**src/verilog/rx_line_params.svh**
```systemverilog
`ifndef RX_LINE_PARAMS_SVH
`define RX_LINE_PARAMS_SVH
// ==========================================================
// Constants of the receive line input sampler.
// ==========================================================
// Stages of each pin synchroniser.
`define SYNC_STAGES 3
// Reset level of every synchroniser stage and filtered level.
`define PIN_RESET_LEVEL 1'b0
// Reset value of the sample word.
`define SAMPLE_RESET 3'h0
// Bit positions of the sample word.
`define SAMPLE_DATA_BIT 0
`define SAMPLE_NEG_BIT 1
`define SAMPLE_POS_BIT 2
`endif

```
**src/verilog/rx_line_pkg.sv**
```systemverilog
// ==========================================================
// Types and helpers shared by the receive line input stage.
// ==========================================================
package rx_line_pkg;
    // One captured bit period of the line.
    typedef struct packed {
        logic pos_pulse; // Positive line pulse seen (dual-rail only).
        logic neg_pulse; // Negative line pulse seen (dual-rail only).
        logic data;      // Line bit: rail data or pulse present.
    } rx_sample_type;

    // Filtered level: a change counts once stages two and three agree.
    function automatic logic filter_next(input logic s2, input logic s3, input logic cur);
        filter_next = (s2 == s3) ? s3 : cur;
    endfunction
endpackage

```
**src/verilog/rx_line_input_sampler.sv**
```systemverilog
// Contract
// Capture both rails on recovered clock.
// Receive framer timed by recovered clock only.
// Option: transmit timing from recovered clock.
// Single-rail: positive rail is the data.
// Single-rail: sample on user-selected edge.
// Single-rail: negative rail ignored, held low.
// Dual-rail: both rails carry coded signal.
// Positive rail asserted means positive pulse.
// Negative rail asserted means negative pulse.
`timescale 1ns/1ps
`include "rx_line_params.svh"

module rx_line_input_sampler
(
    input  wire logic                      core_clk,
    input  wire logic                      rst,
    input  wire logic                      recovered_line_clock,
    input  wire logic                      positive_rail_input,
    input  wire logic                      negative_rail_input,
    input  wire logic                      tx_local_clock,
    input  wire logic                      dual_rail_mode,
    input  wire logic                      sample_on_falling,
    input  wire logic                      tx_loop_timing,
    output logic                           rx_bit_tick,
    output rx_line_pkg::rx_sample_type     rx_sample,
    output logic                           tx_bit_tick
);
    import rx_line_pkg::*;

    // ==========================================================
    // Pin synchronisers
    // ==========================================================
    // Each pin passes three stages; stage one feeds stage two only.
    logic [`SYNC_STAGES-1:0] clk_sync_q;  // Recovered clock stages.
    logic [`SYNC_STAGES-1:0] pos_sync_q;  // Positive rail stages.
    logic [`SYNC_STAGES-1:0] neg_sync_q;  // Negative rail stages.
    logic [`SYNC_STAGES-1:0] txc_sync_q;  // Transmit clock stages.

    // Shift each pin in; reset loads a constant level.
    always_ff @(posedge core_clk)
    begin
        if (rst)
        begin
            clk_sync_q <= {`SYNC_STAGES{`PIN_RESET_LEVEL}};
            pos_sync_q <= {`SYNC_STAGES{`PIN_RESET_LEVEL}};
            neg_sync_q <= {`SYNC_STAGES{`PIN_RESET_LEVEL}};
            txc_sync_q <= {`SYNC_STAGES{`PIN_RESET_LEVEL}};
        end
        else
        begin
            clk_sync_q <= {clk_sync_q[1:0], recovered_line_clock};
            pos_sync_q <= {pos_sync_q[1:0], positive_rail_input};
            neg_sync_q <= {neg_sync_q[1:0], negative_rail_input};
            txc_sync_q <= {txc_sync_q[1:0], tx_local_clock};
        end
    end

    // ==========================================================
    // Filtered levels and edge detection
    // ==========================================================
    logic clk_f_q;    // Filtered recovered clock level.
    logic clk_last_q; // Filtered recovered clock, one cycle older.
    logic pos_f_q;    // Filtered positive rail level.
    logic neg_f_q;    // Filtered negative rail level.
    logic txc_f_q;    // Filtered transmit clock level.
    logic txc_last_q; // Filtered transmit clock, one cycle older.

    // Filters read stages two and three, so glitches shorter than
    // a core cycle never become an edge.
    always_ff @(posedge core_clk)
    begin
        if (rst)
        begin
            clk_f_q    <= `PIN_RESET_LEVEL;
            clk_last_q <= `PIN_RESET_LEVEL;
            pos_f_q    <= `PIN_RESET_LEVEL;
            neg_f_q    <= `PIN_RESET_LEVEL;
            txc_f_q    <= `PIN_RESET_LEVEL;
            txc_last_q <= `PIN_RESET_LEVEL;
        end
        else
        begin
            clk_f_q    <= filter_next(clk_sync_q[1], clk_sync_q[2], clk_f_q);
            clk_last_q <= clk_f_q;
            pos_f_q    <= filter_next(pos_sync_q[1], pos_sync_q[2], pos_f_q);
            neg_f_q    <= filter_next(neg_sync_q[1], neg_sync_q[2], neg_f_q);
            txc_f_q    <= filter_next(txc_sync_q[1], txc_sync_q[2], txc_f_q);
            txc_last_q <= txc_f_q;
        end
    end

    // Edges of the filtered clocks.
    wire rise_w    = clk_f_q & ~clk_last_q;
    wire fall_w    = ~clk_f_q & clk_last_q;
    wire tx_rise_w = txc_f_q & ~txc_last_q;

    // Single-rail takes the chosen edge; dual-rail always the rising one.
    wire single_fall_w = ~dual_rail_mode & sample_on_falling;
    wire rx_edge_w     = single_fall_w ? fall_w : rise_w;

    // Transmit timing follows the recovered clock when looped.
    // Loop timing reuses the receive strobe itself, so both framers see the
    // same bit boundary with no extra latency between them.
    wire tx_edge_w = tx_loop_timing ? rx_edge_w : tx_rise_w;

    // ==========================================================
    // Rail decoding
    // ==========================================================
    // Data and rails are delayed exactly like the clock, so the
    // sample sits at the same point relative to the edge as at the pins.
    // Limitation: a rail level must stand over the sampling edge for at
    // least two core cycles, or the agree filter may drop it.
    rx_sample_type sample_w; // Decoded bit period.
    assign sample_w.pos_pulse = dual_rail_mode & pos_f_q;
    assign sample_w.neg_pulse = dual_rail_mode & neg_f_q;
    // Single-rail takes the positive rail alone; dual-rail marks a pulse.
    assign sample_w.data = dual_rail_mode ? (pos_f_q | neg_f_q) : pos_f_q;

    // ==========================================================
    // Output registers
    // ==========================================================
    rx_sample_type sample_q; // Held sample word.
    logic rx_tick_q;         // Receive framer bit strobe.
    logic tx_tick_q;         // Transmit framer bit strobe.

    // The strobe is registered rather than a regenerated clock, which keeps
    // every framer on the single core clock at the cost of some latency.
    // Capture on the selected edge and hold until the next one.
    always_ff @(posedge core_clk)
    begin
        if (rst)
        begin
            sample_q  <= `SAMPLE_RESET;
            rx_tick_q <= 1'b0;
            tx_tick_q <= 1'b0;
        end
        else
        begin
            if (rx_edge_w)
            begin
                sample_q <= sample_w;
            end
            rx_tick_q <= rx_edge_w;
            tx_tick_q <= tx_edge_w;
        end
    end

    assign rx_bit_tick = rx_tick_q;
    assign rx_sample   = sample_q;
    assign tx_bit_tick = tx_tick_q;
endmodule

```
**config.mk**
```make
export PLATFORM = sky130hd
export DESIGN_NAME = rx_line_input_sampler
export DESIGN_NICKNAME = d
export VERILOG_FILES = /design/src/verilog/rx_line_pkg.sv /design/src/verilog/rx_line_input_sampler.sv
export VERILOG_INCLUDE_DIRS = /design/src /design/src/verilog
export SDC_FILE = /design/constraint.sdc
export NUM_CORES = 1
export LEC_CHECK = 0
export ABC_AREA = 1
export BUFFER_PORTS_ARGS = -buffer_cell sky130_fd_sc_hd__buf_2
export CAP_MARGIN = 20
export CORE_MARGIN = 3
export CORE_UTILIZATION = 59
export CTS_BUF_LIST = sky130_fd_sc_hd__clkbuf_8
export DETAILED_ROUTE_END_ITERATION = 8
export PLACE_DENSITY_LB_ADDON = 0.12
export SLEW_MARGIN = 20
export SYNTH_ARGS = -nofsm -noshare
export SYNTH_HDL_FRONTEND = slang
export SYNTH_SLANG_ARGS = --single-unit
export TNS_END_PERCENT = 10
```
**constraint.sdc**
```tcl
create_clock -name core_clk -period 2.05 [get_ports core_clk]
set_clock_uncertainty 0.15 [all_clocks]
set_input_delay 0.41 -clock core_clk [delete_from_list [all_inputs] [get_ports core_clk]]
set_output_delay 0.41 -clock core_clk [all_outputs]
set_load 0.05 [all_outputs]
```
==> results by group <==
Routing
  – ANT nets after route: 0
  – DR WL/cell: 9.069 um
  – DR DRC count: 0
  – 1st-iter DRT viols: 2
  – Via density: 4.626
  – Total wire length: 1188 um
  – TritonRoute pass-1 iters: 4
  – Detailed-route via count: 606

CTS
  – Clk slew on worst S/H paths: 0.07 ns
  – Root Buffer: clkbuf_8
  – Post-CTS Setup Inserts: 0
  – H-tree Lvls: 1
  – Hold_buf cts: 0
  – Clock Latency Late Sink: 0.25 ns
  – TritonCTS clock tree: done
  – Post_cts resized: 0
  – Num Clock Sinks: 23
  – Max Root-Sink Buffers: 2
  – CTS buffer count: 3

Global routing
  – First-pass GRT wire length: 2028 um
  – Largest net degree at the start of global routing: 18
  – Number of antenna violations at the first check in global routing: 0
  – GR Util All Layers: between 10 and 15%
  – Vias in the first global route: roughly 530
  – Total gr overflow: 0

STA
  – F_max: 712.4 MHz
  – Final period utilization: 68.47%
  – Hold WS: 0.1943 ns
  – Final setup viols: 0
  – Max-slew violations: 0
  – Final hold vios: 0
  – Setup_tns: 0 ns
  – Worst-margin pin slew: roughly 0.28 ns
  – Max_slew headroom: a little over 80%
  – Minimum clock period: 1.404 ns
  – Unrepaired setup endpoints after global routing: no
  – Setup ws final: 0.6464 ns

Floorplanning
  – I/O Pins: 14
  – Num rows: 12
  – Die area: 0.001803 sq mm
  – Die Ht: 42.47 um
  – Core ar.: 0.001171 sq mm
  – Die width: approximately 42 um
  – Starting density of the core: 66.99%

Status
  – Status: complete, no violations

Yosys
  – Syn nets: 111
  – Dominant synthesized flop cell: dfxtp_1
  – Yosys reg bits: 23
  – Area share of the largest cell type after synthesis: between 50% and 60%
  – Syn Area/Cell: 7.691 sq um
  – Count leader, synth: nor2_1
  – Post-synth EDFFs: 0
  – Synthesized instance count: 102
  – Post-synthesis sequential area ratio: 58.69%
  – Synth top cells by count: nor2_1, dfxtp_1, inv_1
  – Yosys warning count: 0
  – Post-synthesis cell area: 784.5 sq um
  – Distinct cell type count after synthesis: 11
  – Yosys top cell by area: dfxtp_1
  – Asr flop ratio synth: 0%
  – Top cells by area, synth: dfxtp_1, nor2_1, inv_1

Cells and area
  – # fillers: 98
  – Share of cells above drive strength 1: between 10% and 20%
  – Layout area overhead: 14.99%
  – Multi-input logic area: 231.5 sq um
  – # diodes: 0
  – Post-route cell area: 902.1 sq um
  – Layout Cells excl Fill: 131
  – Register area: about 460 sq um
  – Nets: 127

Setup path
  – Max incr delay on CP: 0.33 ns
  – Worst Setup Start Kind: register
  – Critical Path Fanout Max: 2
  – Sequence of cells on the critical path: buf_2
  – R2R depth: 6
  – R2r endpoint: rx_sample[0]
  – R2r setup slk: 0.98 ns
  – CP Class: reg -> out
  – Slowest CP cell: dfxtp_1
  – Critical Path End Type: output pin
  – R2r startpoint: clk_f_q
  – Required time of the critical path: 1.49 ns
  – CP Buf/Inv Count: 1
  – Top delay family on crit path: flip-flops
  – CP arrival: 0.84 ns

Worst hold path
  – Hold Path Class: in -> reg
  – Hold path start: tx_loop_timing
  – Hold Crit Depth: 2
  – Worst Hold End: tx_bit_tick

Run
  – Max cap viols: 0

Placement
  – PortBufs: 13
  – DP HPWL: 888.3 um
  – Dpl cells: approximately 130
  – Post-Place Setup Slack: 0.8116 ns
  – Placed inst area: ~860 sq um
  – GPL Wtd Cong: 0.7192

Power
  – Power Density: 857.5 mW/mm^2
  – Peak supply drop: 756.2 uV
  – Leakage power: roughly 0.45 nW
## layer usage
metal / track usage [%] / part of all wire [%] / vias up
met5: 0 / 0 / -
met2: 24.32 / 50 / 11
li1: - / - / 328
met3: 5.150 / 3.8 / 0
met1: 17.46 / 47 / 267
met4: 5.590 / 0 / 0
## cells in the final DEF, fill, tap and decap left out
master,netlist,layout
dfxtp_1,23,23
nor2_1,29,29
nand3_1,3,3
o21ai_0,2,2
inv_2,1,1
nand2_2,3,3
clkbuf_8,0,3
inv_1,21,22
buf_2,2,13
a211oi_1,1,1
a21oi_1,6,6
nand2_1,11,11
## cells by family (layout without fill, tap and decap cells)
group | Yosys count | after routing | synth area share, %
flip-flops | 23 | 23 | 58.69
AO/OA/AOI/OAI | 9 | 9 | 6.061
buffers and inverters | 24 | 39 | 11.80
AND/OR/NAND/NOR | 46 | 46 | 23.44
## worst max path at each step
| stage | cells after the start | end | start |
|---|---|---|---|
| floorplan | 0 | rx_sample[1] | rx_sample[1] |
| global placement | 5 | rx_sample[1] | dual_rail_mode |
| detailed placement | 6 | rx_sample[0] | dual_rail_mode |
| CTS | 1 | rx_sample[1] | rx_sample[1] |
| global route | 1 | rx_sample[1] | rx_sample[1] |
| finish | 1 | rx_sample[1] | rx_sample[1] |
## power by group
| part | internal, W | total, W | switching, W |
|---|---|---|---|
| sequential | 0.000459 | 0.000464 | 0.00000445 |
| clock | 0.000133 | 0.000260 | 0.000127 |
| combinational | 0.0000165 | 0.0000501 | 0.0000336 |
## stage by stage
stage	total power, W	utilization (%)
3_5_place_dp	0.0005245	73.18
2_1_floorplan	0.0005095	-
4_1_cts	0.0007790	77.03
6_report	0.0007736	77.03
3_3_place_gp	0.0005222	73.18
5_1_grt	0.0008116	77.03
## flip-flops by register name, indices dropped and copies added (netlist names)
signal and cells:
txc_sync_q 3, txc_last_q 1, rx_bit_tick 1, tx_bit_tick 1
neg_f_q 1, pos_sync_q 3, clk_sync_q 3, clk_last_q 1
neg_sync_q 3, rx_sample 3, pos_f_q 1, clk_f_q 1
txc_f_q 1
## cell type report
type / instances / area share [%]
timing repair buffer: 13 / 7.212
sequential: 23 / 51.04
inverter: 22 / 9.154
clock inverter: 1 / 0.4161
clock buffer: 3 / 4.577
tap: 14 / 1.942
multi-input combinational: 55 / 25.66
Power figures use the tool's default switching activity.
